===== src/acfs_pkg.sv =====
// constants, register map and types of the amplifier configuration and fault supervisor
package acfs_pkg;
  // ==========================================================
  // clock and timing
  localparam int unsigned CLK_HZ        = 200_000_000;
  localparam int unsigned US_PER_S      = 1_000_000;
  localparam int unsigned CYC_PER_US    = CLK_HZ / US_PER_S;
  localparam logic [15:0] SAMPLE_US_RST = 16'd1000;
  localparam int unsigned NAXIS         = 4;
  // ==========================================================
  // register byte offsets
  localparam logic [7:0] OFS_SAMPLE  = 8'h00;
  localparam logic [7:0] OFS_COMMAND = 8'h04;
  localparam logic [7:0] OFS_FAULT0  = 8'h08;
  localparam logic [7:0] OFS_FAULT2  = 8'h0c;
  localparam logic [7:0] OFS_FAULT3  = 8'h10;
  localparam logic [7:0] OFS_STATUS  = 8'h14;
  localparam logic [7:0] OFS_CFG0    = 8'h20;
  localparam logic [7:0] OFS_CNT0    = 8'h30;
  // ==========================================================
  // axis config fields
  localparam int unsigned CFG_GAIN_LSB = 0;
  localparam int unsigned CFG_LOOP_LSB = 2;
  localparam int unsigned CFG_TYPE_LSB = 5;
  localparam int unsigned CFG_SEL_BIT  = 7;
  localparam int unsigned CFG_MAPV_LSB = 16;
  // command fields
  localparam int unsigned CMD_AXIS_LSB = 0;
  localparam int unsigned CMD_OP_LSB   = 2;
  // ==========================================================
  // amplifier gain codes and decoded milliamps per volt
  localparam logic [1:0]  GAIN_LO   = 2'h0;
  localparam logic [1:0]  GAIN_MID  = 2'h1;
  localparam logic [1:0]  GAIN_HI   = 2'h2;
  localparam logic [11:0] MAPV_LO   = 12'd400;
  localparam logic [11:0] MAPV_MID  = 12'd800;
  localparam logic [11:0] MAPV_HI   = 12'd1600;
  localparam logic [1:0]  GAIN_RST  = GAIN_MID;
  localparam logic [2:0]  LOOP_RST  = 3'h0;
  // motor command full scale 10 V = 32767, 5 V clamp
  localparam logic signed [15:0] CMD_LIM_5V = 16'sh4000;
  // ==========================================================
  typedef enum logic [1:0] {
    ACFS_BRUSHLESS = 2'h0,
    ACFS_BRUSHED   = 2'h1,
    ACFS_ILLEGAL   = 2'h2,
    ACFS_EXTERNAL  = 2'h3
  } acfs_mtype_e;

  typedef enum logic [2:0] {
    ACFS_OP_NONE   = 3'h0,
    ACFS_OP_ENABLE = 3'h1,
    ACFS_OP_DISABLE= 3'h2,
    ACFS_OP_LOCK   = 3'h3,
    ACFS_OP_SEARCH = 3'h4
  } acfs_op_e;
endpackage


===== src/acfs_sync.sv =====
// two-flop synchroniser for a group of fault flags
`timescale 1ns/1ps
`default_nettype none
module acfs_sync #(
  parameter int W = 1
) (
  // clock and reset
  input  wire logic         sys_clk,
  input  wire logic         rstn,
  // flags
  input  wire logic [W-1:0] async_in,
  output logic      [W-1:0] sync_out
);
  typedef struct packed {
    logic [W-1:0] s1;
    logic [W-1:0] s2;
  } acfs_sync_s;

  acfs_sync_s st_q;
  acfs_sync_s st_d;

  // ==========================================================
  // stages
  always_comb begin
    st_d    = st_q;
    st_d.s1 = async_in;
    st_d.s2 = st_q.s1;
  end

  always_ff @(posedge sys_clk or negedge rstn) begin
    if (!rstn) begin
      st_q <= '0;
    end else begin
      st_q <= st_d;
    end
  end

  assign sync_out = st_q.s2;
endmodule
`default_nettype wire


===== src/acfs_axis.sv =====
// one axis: configuration, commutation setup tracking, enable and command clamp
`timescale 1ns/1ps
`default_nettype none
module acfs_axis (
  // clock and reset
  input  wire logic               sys_clk,
  input  wire logic               rstn,
  // register writes
  input  wire logic               cfg_we,
  input  wire logic [31:0]        wdata,
  input  wire logic               cnt_we,
  // commands
  input  wire logic               op_enable,
  input  wire logic               op_disable,
  input  wire logic               op_lock,
  input  wire logic               op_search,
  // supervision
  input  wire logic               kill,
  input  wire logic               power_ok,
  input  wire logic               servo_tick,
  // motor command path
  input  wire logic signed [15:0] cmd_in,
  output logic signed      [15:0] cmd_out,
  output logic                    amp_en,
  // state
  output logic             [31:0] cfg_rd,
  output logic             [15:0] counts_rd,
  output logic                    enabled,
  output logic                    comm_ready,
  output logic             [15:0] lock_travel,
  output logic                    lock_pulse
);
  typedef struct packed {
    logic [1:0]         gain;
    logic [2:0]         loop;
    logic [1:0]         mtype;
    logic               sel;
    logic [15:0]        counts;
    logic               phased;
    logic               en;
    logic signed [15:0] cmd;
    logic [15:0]        travel;
    logic               lock;
  } acfs_axis_s;

  acfs_axis_s st_q;
  acfs_axis_s st_d;
  logic [1:0] g_new;
  logic [1:0] t_new;
  logic       brless;
  logic       setup_ok;

  assign g_new    = wdata[acfs_pkg::CFG_GAIN_LSB +: 2];
  assign t_new    = wdata[acfs_pkg::CFG_TYPE_LSB +: 2];
  assign brless   = (st_q.mtype == acfs_pkg::ACFS_BRUSHLESS);
  assign setup_ok = st_q.sel && (st_q.counts != 16'h0000) && st_q.phased;

  // ==========================================================
  // next state
  always_comb begin
    st_d      = st_q;
    st_d.lock = 1'b0;
    if (cfg_we) begin
      if (!st_q.en && g_new != 2'h3) begin
        st_d.gain = g_new;
      end
      if (!st_q.en) begin
        st_d.loop = wdata[acfs_pkg::CFG_LOOP_LSB +: 3];
      end
      if (t_new != acfs_pkg::ACFS_ILLEGAL && t_new != st_q.mtype && !st_q.en) begin
        st_d.mtype  = t_new;
        st_d.phased = 1'b0;
        st_d.sel    = 1'b0;
      end else if (brless) begin
        st_d.sel = wdata[acfs_pkg::CFG_SEL_BIT];
      end
    end
    if (cnt_we && brless) begin
      st_d.counts = wdata[15:0];
      st_d.phased = 1'b0;
    end
    if ((op_lock || op_search) && brless && st_q.sel && st_q.counts != 16'h0000) begin
      st_d.phased = 1'b1;
      if (op_lock) begin
        st_d.lock   = 1'b1;
        st_d.travel = {1'b0, st_q.counts[15:1]};
      end
    end
    if (op_enable && !kill && (!brless || setup_ok)) begin
      st_d.en = 1'b1;
    end
    if (op_disable || kill) begin
      st_d.en = 1'b0;
    end
    if (servo_tick) begin
      if (!(st_q.en && power_ok)) begin
        st_d.cmd = 16'sh0000;
      end else if (st_q.gain == acfs_pkg::GAIN_HI && cmd_in > acfs_pkg::CMD_LIM_5V) begin
        st_d.cmd = acfs_pkg::CMD_LIM_5V;
      end else if (st_q.gain == acfs_pkg::GAIN_HI && cmd_in < -acfs_pkg::CMD_LIM_5V) begin
        st_d.cmd = -acfs_pkg::CMD_LIM_5V;
      end else begin
        st_d.cmd = cmd_in;
      end
    end
  end

  always_ff @(posedge sys_clk or negedge rstn) begin
    if (!rstn) begin
      st_q      <= '0;
      st_q.gain <= acfs_pkg::GAIN_RST;
      st_q.loop <= acfs_pkg::LOOP_RST;
    end else begin
      st_q <= st_d;
    end
  end

  // ==========================================================
  // outputs
  logic [11:0] mapv;
  always_comb begin
    unique case (st_q.gain)
      acfs_pkg::GAIN_LO:  mapv = acfs_pkg::MAPV_LO;
      acfs_pkg::GAIN_MID: mapv = acfs_pkg::MAPV_MID;
      acfs_pkg::GAIN_HI:  mapv = acfs_pkg::MAPV_HI;
      default:            mapv = 12'h000;
    endcase
  end

  assign cfg_rd      = {4'h0, mapv, 8'h00, st_q.sel, st_q.mtype, st_q.loop, st_q.gain};
  assign counts_rd   = st_q.counts;
  assign enabled     = st_q.en;
  assign comm_ready  = setup_ok;
  assign amp_en      = st_q.en && power_ok && !kill;
  assign cmd_out     = st_q.cmd;
  assign lock_travel = st_q.travel;
  assign lock_pulse  = st_q.lock;
endmodule
`default_nettype wire


===== src/acfs_top.sv =====
// amplifier configuration and fault supervisor: bus slave, sample timer, fault latches
//
// Implementation choices: the register offsets and the Avalon-MM interface to the registers.
`timescale 1ns/1ps
`default_nettype none
// Contract
// - sample period in microseconds, resets to 1000, software may lower it.
// - brushless enable needs axis select, counts per cycle, then lock or search.
// - phase lock forces a known phase, moving up to half a cycle.
// - gain code 0,1,2 decode to 0.4, 0.8, 1.6 amps per volt.
// - gain writes take effect only while the axis is disabled.
// - gain code 2 clamps motor command to 5 volts.
// - motor type 1 is brushed; commutation setup is not used there.
// - motor type -1 is external drive; enable needs no commutation setup.
// - cut-off input disables all axes, sets group 3, calls handler.
// - fault query gives eight bits for groups 0, 2 and 3.
// - fault query reads have no side effect.
// - detected error jumps to handler when thread zero runs with label.
// - below 18 volts amplifier off, resumes by itself above.
// - supply absent at power-up with handler present calls handler.
// - over 94 volts off, on below 90; not latched, no handler.
// - pair over 20 amps latches off until clear plus enable or reset.
// - over 80 degrees latches off, calls handler, clears by enable when cool.
module acfs_top (
  // clock and reset
  input  wire logic                   sys_clk,
  input  wire logic                   rstn,
  // avalon-mm slave
  input  wire logic [7:0]             avs_address,
  input  wire logic                   avs_read,
  input  wire logic                   avs_write,
  input  wire logic [31:0]            avs_writedata,
  input  wire logic [3:0]             avs_byteenable,
  output logic      [31:0]            avs_readdata,
  output logic                        avs_waitrequest,
  // fault sensing flags
  input  wire logic                   supply_under_18v,
  input  wire logic                   supply_over_94v,
  input  wire logic                   supply_under_90v,
  input  wire logic [1:0]             pair_over_20a,
  input  wire logic                   heatsink_over_80c,
  input  wire logic [3:0]             axis_over_cont,
  input  wire logic                   emergency_power_cutoff,
  // program sequencer
  input  wire logic                   thread0_running,
  input  wire logic                   handler_label_present,
  output logic                        amp_error_jump,
  // servo timing
  output logic                        servo_tick,
  // per-axis drive
  input  wire logic signed [4*16-1:0] motor_cmd_in,
  output logic signed      [4*16-1:0] motor_cmd_out,
  output logic             [3:0]      amp_enable,
  output logic             [3:0]      phase_lock_pulse,
  output logic             [4*16-1:0] phase_lock_travel
);
  localparam int NA = acfs_pkg::NAXIS;

  typedef struct packed {
    logic        ack;
    logic [31:0] rdata;
    logic [15:0] sample_us;
    logic [7:0]  cyc_cnt;
    logic [15:0] us_cnt;
    logic        tick;
    logic        ov_act;
    logic [1:0]  oc_lat;
    logic        ot_lat;
    logic        elo_lat;
    logic        err_prev;
    logic        jump;
  } acfs_top_s;

  acfs_top_s st_q;
  acfs_top_s st_d;

  // ==========================================================
  // synchronised fault flags
  logic       s_uv;
  logic       s_ovh;
  logic       s_ovl;
  logic [1:0] s_oc;
  logic       s_ot;
  logic [3:0] s_cont;
  logic       s_elo;

  acfs_sync #(
    .W(11)
  ) u_sync (
    .sys_clk  (sys_clk),
    .rstn     (rstn),
    .async_in ({supply_under_18v, supply_over_94v, supply_under_90v, pair_over_20a,
                heatsink_over_80c, axis_over_cont, emergency_power_cutoff}),
    .sync_out ({s_uv, s_ovh, s_ovl, s_oc, s_ot, s_cont, s_elo})
  );

  // ==========================================================
  // bus decode
  logic        req;
  logic        wr_go;
  logic [7:0]  wofs;
  logic [31:0] wmask;
  logic [31:0] sample_merged;
  logic [1:0]  cmd_axis;
  logic [2:0]  cmd_op;
  logic [NA-1:0] ax_cfg_we;
  logic [NA-1:0] ax_cnt_we;
  logic [NA-1:0] ax_en_op;
  logic [NA-1:0] ax_dis_op;
  logic [NA-1:0] ax_lock_op;
  logic [NA-1:0] ax_srch_op;
  logic [NA-1:0] ax_kill;
  logic [NA-1:0] ax_enabled;
  logic [NA-1:0] ax_ready;
  logic [31:0]   ax_cfg_rd [NA];
  logic [15:0]   ax_cnt_rd [NA];
  logic          power_ok;
  logic [7:0]    fault_g0;
  logic [7:0]    fault_g2;
  logic [7:0]    fault_g3;

  assign req             = avs_read || avs_write;
  assign avs_waitrequest = req && !st_q.ack;
  assign wr_go           = avs_write && st_q.ack;
  assign wofs            = {avs_address[7:2], 2'b00};
  assign cmd_axis        = avs_writedata[acfs_pkg::CMD_AXIS_LSB +: 2];
  assign cmd_op          = avs_writedata[acfs_pkg::CMD_OP_LSB +: 3];

  always_comb begin
    for (int b = 0; b < 4; b++) begin
      wmask[b*8 +: 8] = {8{avs_byteenable[b]}};
    end
  end

  assign sample_merged = ({16'h0000, st_q.sample_us} & ~wmask) | (avs_writedata & wmask);

  always_comb begin
    for (int a = 0; a < NA; a++) begin
      ax_cfg_we[a]  = wr_go && wofs == acfs_pkg::OFS_CFG0 + 8'(4 * a);
      ax_cnt_we[a]  = wr_go && wofs == acfs_pkg::OFS_CNT0 + 8'(4 * a);
      ax_en_op[a]   = wr_go && wofs == acfs_pkg::OFS_COMMAND && cmd_axis == 2'(a)
                      && cmd_op == acfs_pkg::ACFS_OP_ENABLE;
      ax_dis_op[a]  = wr_go && wofs == acfs_pkg::OFS_COMMAND && cmd_axis == 2'(a)
                      && cmd_op == acfs_pkg::ACFS_OP_DISABLE;
      ax_lock_op[a] = wr_go && wofs == acfs_pkg::OFS_COMMAND && cmd_axis == 2'(a)
                      && cmd_op == acfs_pkg::ACFS_OP_LOCK;
      ax_srch_op[a] = wr_go && wofs == acfs_pkg::OFS_COMMAND && cmd_axis == 2'(a)
                      && cmd_op == acfs_pkg::ACFS_OP_SEARCH;
    end
  end

  // ==========================================================
  // fault query bytes, read only
  assign fault_g0 = {3'b000, st_q.ot_lat, st_q.oc_lat, st_q.ov_act, s_uv};
  assign fault_g2 = {4'h0, s_cont};
  assign fault_g3 = {7'h00, st_q.elo_lat};
  assign power_ok = !s_uv && !st_q.ov_act;

  // ==========================================================
  // next state
  logic       any_en_op;
  logic [1:0] pair_en_op;

  assign any_en_op  = |ax_en_op;
  assign pair_en_op = {ax_en_op[3] || ax_en_op[2], ax_en_op[1] || ax_en_op[0]};

  always_comb begin
    st_d      = st_q;
    st_d.ack  = req && !st_q.ack;
    st_d.tick = 1'b0;
    // read data captured while waitrequest is high; no read clears anything
    if (req && !st_q.ack) begin
      st_d.rdata = 32'h0000_0000;
      if (wofs == acfs_pkg::OFS_SAMPLE) begin
        st_d.rdata = {16'h0000, st_q.sample_us};
      end else if (wofs == acfs_pkg::OFS_FAULT0) begin
        st_d.rdata = {24'h000000, fault_g0};
      end else if (wofs == acfs_pkg::OFS_FAULT2) begin
        st_d.rdata = {24'h000000, fault_g2};
      end else if (wofs == acfs_pkg::OFS_FAULT3) begin
        st_d.rdata = {24'h000000, fault_g3};
      end else if (wofs == acfs_pkg::OFS_STATUS) begin
        st_d.rdata = {23'h000000, power_ok, ax_ready, ax_enabled};
      end
      for (int a = 0; a < NA; a++) begin
        if (wofs == acfs_pkg::OFS_CFG0 + 8'(4 * a)) begin
          st_d.rdata = ax_cfg_rd[a];
        end
        if (wofs == acfs_pkg::OFS_CNT0 + 8'(4 * a)) begin
          st_d.rdata = {16'h0000, ax_cnt_rd[a]};
        end
      end
    end
    if (wr_go && wofs == acfs_pkg::OFS_SAMPLE) begin
      st_d.sample_us = sample_merged[15:0];
    end
    // microsecond prescaler and sample period divider
    if (st_q.cyc_cnt == 8'(acfs_pkg::CYC_PER_US - 1)) begin
      st_d.cyc_cnt = 8'h00;
      if (st_q.us_cnt + 16'h0001 >= st_q.sample_us) begin
        st_d.us_cnt = 16'h0000;
        st_d.tick   = 1'b1;
      end else begin
        st_d.us_cnt = st_q.us_cnt + 16'h0001;
      end
    end else begin
      st_d.cyc_cnt = st_q.cyc_cnt + 8'h01;
    end
    // over-voltage hysteresis, not latched
    if (s_ovh) begin
      st_d.ov_act = 1'b1;
    end else if (s_ovl) begin
      st_d.ov_act = 1'b0;
    end
    // latched faults: set wins over an enable that would clear
    for (int p = 0; p < 2; p++) begin
      if (s_oc[p]) begin
        st_d.oc_lat[p] = 1'b1;
      end else if (pair_en_op[p]) begin
        st_d.oc_lat[p] = 1'b0;
      end
    end
    if (s_ot) begin
      st_d.ot_lat = 1'b1;
    end else if (any_en_op) begin
      st_d.ot_lat = 1'b0;
    end
    if (s_elo) begin
      st_d.elo_lat = 1'b1;
    end else if (any_en_op) begin
      st_d.elo_lat = 1'b0;
    end
    // handler call on a newly detected error; err_prev resets low so an
    // absent supply at power-up is seen as a new error
    st_d.err_prev = s_uv || (|st_d.oc_lat) || st_d.ot_lat || st_d.elo_lat;
    st_d.jump     = st_d.err_prev && !st_q.err_prev && thread0_running && handler_label_present;
  end

  always_ff @(posedge sys_clk or negedge rstn) begin
    if (!rstn) begin
      st_q           <= '0;
      st_q.sample_us <= acfs_pkg::SAMPLE_US_RST;
    end else begin
      st_q <= st_d;
    end
  end

  // ==========================================================
  // axes
  generate
    for (genvar a = 0; a < NA; a++) begin : g_axis
      assign ax_kill[a] = st_d.elo_lat || st_d.ot_lat || st_d.oc_lat[a/2];

      acfs_axis u_axis (
        .sys_clk     (sys_clk),
        .rstn        (rstn),
        .cfg_we      (ax_cfg_we[a]),
        .wdata       (avs_writedata),
        .cnt_we      (ax_cnt_we[a]),
        .op_enable   (ax_en_op[a]),
        .op_disable  (ax_dis_op[a]),
        .op_lock     (ax_lock_op[a]),
        .op_search   (ax_srch_op[a]),
        .kill        (ax_kill[a]),
        .power_ok    (power_ok),
        .servo_tick  (st_q.tick),
        .cmd_in      (motor_cmd_in[a*16 +: 16]),
        .cmd_out     (motor_cmd_out[a*16 +: 16]),
        .amp_en      (amp_enable[a]),
        .cfg_rd      (ax_cfg_rd[a]),
        .counts_rd   (ax_cnt_rd[a]),
        .enabled     (ax_enabled[a]),
        .comm_ready  (ax_ready[a]),
        .lock_travel (phase_lock_travel[a*16 +: 16]),
        .lock_pulse  (phase_lock_pulse[a])
      );
    end
  endgenerate

  // ==========================================================
  // outputs
  assign avs_readdata   = st_q.rdata;
  assign amp_error_jump = st_q.jump;
  assign servo_tick     = st_q.tick;
endmodule
`default_nettype wire


===== config.mk =====
export PLATFORM = sky130hd
export DESIGN_NAME = acfs_top
export DESIGN_NICKNAME = d
export VERILOG_FILES = /design/src/acfs_pkg.sv /design/src/acfs_sync.sv /design/src/acfs_axis.sv /design/src/acfs_top.sv
export SDC_FILE = /design/constraint.sdc
export NUM_CORES = 1
export LEC_CHECK = 0
export BUFFER_PORTS_ARGS = -buffer_cell sky130_fd_sc_hd__buf_2
export CORE_ASPECT_RATIO = 1.75
export CORE_MARGIN = 2
export CORE_UTILIZATION = 56
export DETAILED_ROUTE_END_ITERATION = 6
export GPL_ROUTABILITY_DRIVEN = 0
export GPL_TIMING_DRIVEN = 1
export HOLD_SLACK_MARGIN = 0.08
export MAX_ROUTING_LAYER = met4
export PLACE_DENSITY_LB_ADDON = 0.08
export SLEW_MARGIN = 20
export SYNTH_ARGS = -nofsm -noshare
export SYNTH_HDL_FRONTEND = slang
export SYNTH_SLANG_ARGS = --single-unit

===== constraint.sdc =====
create_clock -name sys_clk -period 3.8 [get_ports sys_clk]
set_input_delay 0.76 -clock sys_clk [delete_from_list [all_inputs] [get_ports sys_clk]]
set_output_delay 0.76 -clock sys_clk [all_outputs]
set_load 0.1 [all_outputs]

* Word level (Yosys, flattened, before mapping)
Cells that the tools add are included.
Widths: inputs -> output; s select.
** Word-level totals
- Flip-flop bits (word level) :: 335
- Bits of input ports :: 125
- Logic and storage cells :: 379
** Operators by class
- Bitwise gates (word level) :: 8
- Multiplexer cells :: 83
- $lt $le $gt $ge :: 9
- Add/subtract/negate cells :: 2
- Equality and inequality tests :: 35
- Reduce and logical (&&, ||, !) cells :: 188
** Operators by type and width (number)
- $mux 32 :: 8
- $mux 16 :: 14
- $pmux 11 s3 :: 4
- $logic_and 1x1->1 :: 96
- $gt 16x16->1 const B :: 4
- $lt 16x15->1 const B :: 4
- $reduce_bool 16->1 :: 4
- $mux 1 :: 52
- $eq 6x4->1 const B :: 8
- $reduce_and 2->1 :: 24
- $mux 9 :: 4
- $and 16x16->16 :: 2
- $reduce_bool 3->1 :: 8
- $logic_or 1x1->1 :: 21
- $logic_not 2->1 :: 9
- $reduce_bool 2->1 :: 9
- $add 16x1->16 const B :: 1
- $ge 16x16->1 :: 1
- $not 16->16 :: 1
- $or 16x16->16 :: 1
- $logic_not 1->1 :: 14
- $eq 2x2->1 const B :: 6
- $eq 6x2->1 const B :: 2
- $eq 6x3->1 const B :: 2
- 14 further kinds :: 26

* Logic depth before layout (Yosys ltp)
- Depth after elaboration :: 16
- Depth in mapped cells :: 15

* By module
A second synthesis with hierarchy kept.
** Unflattened totals
- Cells, all modules :: 1715
- Area total of the unflattened synthesis :: 18296.3 um2
** Modules (own cells, without submodules)
- acfs_axis :: times used 4, area an instance 2974.1 um2, cells each 249
- acfs_top :: times used 1, area an instance 5849.4 um2, cells each 697
- acfs_sync :: times used 1, area an instance 550.5 um2, cells each 22

* Worst setup path before layout
No wires, ideal clock.
- Path kind :: input-to-output
- From :: input port avs_address[6]
- To :: output port amp_enable[2]
- Cell stages on the path :: 8
- Required time :: 3.040 ns
- Arrival :: 2.405 ns
- Path buffers :: 2
- Setup slack :: 0.635 ns
- Path through :: buf_4 nor4b_4 nand3_1 a211oi_1 nand2b_1 nor3_1 and2_1 buf_4
** On the way
- Longest elaborated chain between the ends :: 11
- Elaborated cells between the ends (all ways) :: 22
- Those cells by class :: eq/ne (1); mux (6); reduce/logical (15)
** RTL lines
- from (decl) :: RTL line acfs_top.sv:29 : input wire logic [7:0] avs_address,
- $eq 6x1->1 * :: RTL line acfs_top.sv:141 : ax_en_op[a] = wr_go && wofs == acfs_pkg::OFS_COMMAND && cmd_axis == 2'(a)
- $logic_and 1x1->1 * :: RTL line acfs_top.sv:141
- $logic_and 1x1->1 :: RTL line acfs_top.sv:141
- $logic_and 1x1->1 :: RTL line acfs_top.sv:142 : && cmd_op == acfs_pkg::ACFS_OP_ENABLE;
- $reduce_or 4->1 :: RTL line acfs_top.sv:164 : assign any_en_op = |ax_en_op;
- $mux 1, on equally long branches :: RTL line acfs_top.sv:230, acfs_top.sv:225
- $mux 1, on equally long branches :: RTL line acfs_top.sv:228, acfs_top.sv:223
- $logic_or 1x1->1 :: RTL line acfs_top.sv:252 : assign ax_kill[a] = st_d.elo_lat || st_d.ot_lat || st_d.oc_lat[a/2];
- $logic_or 1x1->1 * :: RTL line acfs_top.sv:252
- $logic_not 1->1 * :: RTL line acfs_axis.sv:134 : assign amp_en = st_q.en && power_ok && !kill;
- $logic_and 1x1->1 * :: RTL line acfs_axis.sv:134
- to (decl) :: RTL line acfs_top.sv:53 : output logic [3:0] amp_enable,
Every way passes the cells marked *; elsewhere a longest branch is shown, timed or not.

* Worst setup path after layout
- From :: register st_q[8] in the netlist's numbering
- To :: register st_q[21] in the netlist's numbering
** On the way
- Longest elaborated chain between the ends :: 3
** RTL lines
- from (decl) :: RTL line acfs_top.sv:74 : acfs_top_s st_q;
- from (signal assigned) :: RTL line acfs_top.sv:244 : st_q <= st_d;
- $add 16x1->16 * :: RTL line acfs_top.sv:200, acfs_top.sv:204
- $ge 16x16->1 :: RTL line acfs_top.sv:200 : if (st_q.us_cnt + 16'h0001 >= st_q.sample_us) begin
- $mux 16 * :: RTL line acfs_top.sv:200
Marks and branches as above.
A chain may end at the register's enable or synchronous reset.

==> run_results.csv <==
group,metric,value,unit
status,status,"completed",
logic_synthesis,synth_area_leaders,"dfrtp_1 (48%), mux2_2 (8.7%), buf_4 (8.1%)",
clocking,cts_resized,0,
floorplan,core-area,0.0286,mm^2
logic_synthesis,synth.avg_cell_area,11.1,um^2
worst_setup_path,r2r_start,"st_q[8]$_DFFE_PN0N_",
global_routing,antenna_found_initial,0,
worst_setup_path,cp-start-kind,"flip-flop",
timing,finalSetupViolCount,0,
timing,tns,0,ps
clocking,cts_setup_buffers,0,
floorplan,pin_count,296,
global_routing,busiest_layer,"met2",
timing,fin_crit,3440,ps
clocking,clockBufferDepth,3,
drt,ant_nets,0,
global_routing,grt_pass1_vias,12000,
timing,finalHoldViolCount,0,
timing,maxSlewViolCount,0,
drt,vias_per_cell,5.91,
logic_synthesis,yosysTopAreaCellShare,48.4,%
drt,drt_pass1_iterations,5,
worst_setup_path,worst_ep_arrival_time,3940,ps
floorplan,die_area,0.0304,mm^2
logic_synthesis,seq_area_frac_synth,50.1,%
placed_design,dp_hpwl,31600,um
worst_setup_path,worstPathCellList,"and3_1 -> nand3_1 -> nor2_1 -> nand2_1 -> xnor2_1 -> ha_1 -> a21oi_1 -> o21ai_0 -> a211oi_1 -> o31a_1 -> buf_4 -> a21oi_1 -> o21ai_0",
layout,area_delta_synth_final,10.6,%
drt,vias,11700,
worst_setup_path,setup.worst_path.class,"flip-flop to flip-flop",
worst_setup_path,cp_slowest_stage_delay,430,ps
timing,worst_slew_pin_slew,774,ps
global_routing,grt_pass1_wl,66800,um
timing,maxSlewHeadroom,48.2,%
worst_setup_path,rrSetupSlack,360,ps
logic_synthesis,ys_seq_elements,324,
floorplan,rows,82,
logic_synthesis,synth_enable_flop_cells,0,
power_and_ir_drop,power.density,465,mW/mm^2
drt,routed_wl,42800,um
floorplan,fp.dieW,133,um
layout,nFillCells,2340,
drt,drt_iter0_drc,673,
clocking,cts.sinks,324,
layout,final_common_cell,"dfrtp_1",
layout,stdcell_count,1983,
worst_setup_path,cp_max_fo,10,
logic_synthesis,ys_warn_count,0,
layout,drive_gt1_share,32.8,%
timing,rsz0062_at_grt,"false",
worst_setup_path,cp-end-kind,"flip-flop",
layout,final_nets,1753,
power_and_ir_drop,max-vdd-ir-drop,0.419,mV
hold_path,min_path_type,"input port to async pin",
floorplan,dieHeight,229,um
clocking,cts_max_level,1,
placed_design,placedCellCount,1928,
global_routing,grt.total_usage,29.0,%
worst_setup_path,crit_path_top_delay_cell,"dfrtp_1",
timing,final.period_utilization,90.6,%
timing,finClkSkew,12.2,ps
power_and_ir_drop,leakage,0.00875,uW
drt,drcViolationCount,0,
global_routing,gr-usage-met2,50.4,%
logic_synthesis,syn_inst,1466,
layout,n_antenna_cell,0,
global_routing,grt_max_degree,86,
clocking,cts-buffers-inserted,30,
logic_synthesis,synth.cell_area,0.0162,mm^2
logic_synthesis,yosys.area.top_type,"dfrtp_1",
placed_design,portBuffers,262,
floorplan,initial_core_util,56.7,%
clocking,cts_tree,"yes",
clocking,clk_latency,580,ps
layout,final_cell_mix,"dfrtp_1 (314), buf_2 (257), mux2_2 (125), nand2_1 (100), nor2_1 (73)",
job,cap_violations,0,
clocking,hold_buffers,0,
drt,avgRoutedWirePerCell,21.6,um
timing,fmax,0.291,GHz
worst_setup_path,rr_worst_depth,13,
logic_synthesis,async_flop_share,100,%
global_routing,use_met3,3.76,%
clocking,clk_pin_slew,60,ps
clocking,root_buffer,"clkbuf_16",
worst_setup_path,critPathRequiredTime,4290,ps
worst_setup_path,reg2reg_to,"st_q[21]$_DFFE_PN0N_",
global_routing,grt_overflow,0,
logic_synthesis,synth_cell_type_count,76,
global_routing,grt_util_met1,32.1,%
logic_synthesis,ys.flop_type,"dfrtp_1",
[cell type report]
| class | count | area (um^2) | share of cell area (%) |
|---|---|---|---|
| repair buffers | 304 | 1730 | 9.66 |
| well taps | 378 | 473 | 2.64 |
| clock inverters | 18 | 220 | 1.23 |
| inverters | 47 | 176 | 0.983 |
| multi-input cells | 875 | 6400 | 35.7 |
| flip-flops and latches | 324 | 8120 | 45.3 |
| clock buffers | 37 | 817 | 4.55 |
[per-layer routing]
layer	share of wire, %	vias up	wire, um
met2	51	458	22000
met1	37	5817	15800
met4	6.2	0	2640
li1	-	5310	-
met5	0	-	0
met3	5.4	136	2310
[flip-flops by register name (all words and copies together) (netlist names), named ones only]
name	cells
g_axis.u_axis.lock_pulse	4
avs_readdata	21
g_axis.u_axis.cfg_rd	32
fault_g0	4
g_axis.u_axis.lock_travel	60
u_sync.sync_out	11
st_q	26
u_sync.st_d	11
fault_g3	1
g_axis.u_axis.counts_rd	64
servo_tick	1
g_axis.u_axis.cmd_out	64
amp_error_jump	1
g_axis.u_axis.enabled	4
g_axis.u_axis.st_q	4
[synth_stat cells, types with 4 or more instances]
| master | instances |
|---|---|
| dfrtp_1 | 314 |
| buf_4 | 174 |
| mux2_2 | 125 |
| nand2_1 | 100 |
| nor2_1 | 73 |
| o21ai_0 | 62 |
| a22o_1 | 59 |
| ha_1 | 46 |
| clkbuf_1 | 45 |
| inv_1 | 45 |
| a21oi_1 | 40 |
| nand3_1 | 37 |
| nor4_1 | 33 |
| a22oi_1 | 28 |
| nor3_1 | 24 |
| nand4_1 | 18 |
| a221oi_1 | 13 |
| mux2i_1 | 12 |
| xnor2_1 | 12 |
| and3_1 | 11 |
| dfstp_2 | 10 |
| mux2_4 | 10 |
| o2bb2ai_1 | 10 |
| or3_1 | 10 |
| a41oi_1 | 9 |
| buf_2 | 9 |
| nand2b_1 | 9 |
| a31oi_1 | 8 |
| or4_1 | 8 |
| a32o_1 | 7 |
| o22ai_1 | 7 |
| a211oi_1 | 6 |
| xor2_1 | 6 |
| a21o_1 | 5 |
| and2_1 | 5 |
| o31ai_1 | 5 |
| nor2b_1 | 4 |
| nor3_2 | 4 |
| o21a_1 | 4 |
| or2_2 | 4 |
[worst max-delay path by stage]
stage,startpoint,endpoint,slack [ps],depth (start not counted)
after detailed placement,avs_address[7],amp_enable[1],330,8
after global routing,st_q[8]$_DFFE_PN0N_,st_q[23]$_DFFE_PN0N_,70,13
after global placement,avs_address[7],amp_enable[1],380,7
after floorplan,avs_address[6],amp_enable[2],630,8
final,st_q[8]$_DFFE_PN0N_,st_q[21]$_DFFE_PN0N_,360,13
after CTS,avs_address[7],amp_enable[1],340,8
[through the flow]
step / total power [uW] / hold WS, ps / utilization (%) / setup slack, ps / instance area [um^2]
6_report: 8340 / 182 / 62.7 / 358 / 17900
5_1_grt: 8620 / 239 / 62.7 / 66.7 / 17900
4_1_cts: 8390 / 191 / 62.7 / 342 / 17900
3_5_place_dp: 5210 / 336 / 59.1 / 327 / 16900
3_3_place_gp: 5190 / 335 / 59.1 / 384 / 16900
2_1_floorplan: 4900 / 331 / - / 635 / 16300
[cells by family after synthesis]
| family | after synthesis | share of synthesized area [%] |
|---|---|---|
| XOR/XNOR | 18 | 0.972 |
| AO/OA/AOI/OAI | 288 | 12.6 |
| other | 1 | 0.0231 |
| AND/OR/NAND/NOR | 363 | 11.7 |
| flip-flops | 324 | 50.1 |
| adder cells (fa/ha/maj) | 46 | 3.55 |
| buffers and inverters | 279 | 10.7 |
| multiplexers | 147 | 10.3 |
[power breakdown]
part	switching, uW	internal [uW]	leakage, uW
logic	1050	315	0.00406
registers	159	3630	0.00418
clock network	1380	1810	0.000506
total	2590	5750	0.00875
[worst max-delay path: cells and delay by family, from the launching register on]
family	cells	cell delay (ps)
AO/OA/AOI/OAI	6	1170
XOR/XNOR	1	280
adder cells (fa/ha/maj)	1	300
buffers and inverters	1	220
flip-flops	1	430
AND/OR/NAND/NOR	4	960
(Power assumes the default switching activity.)
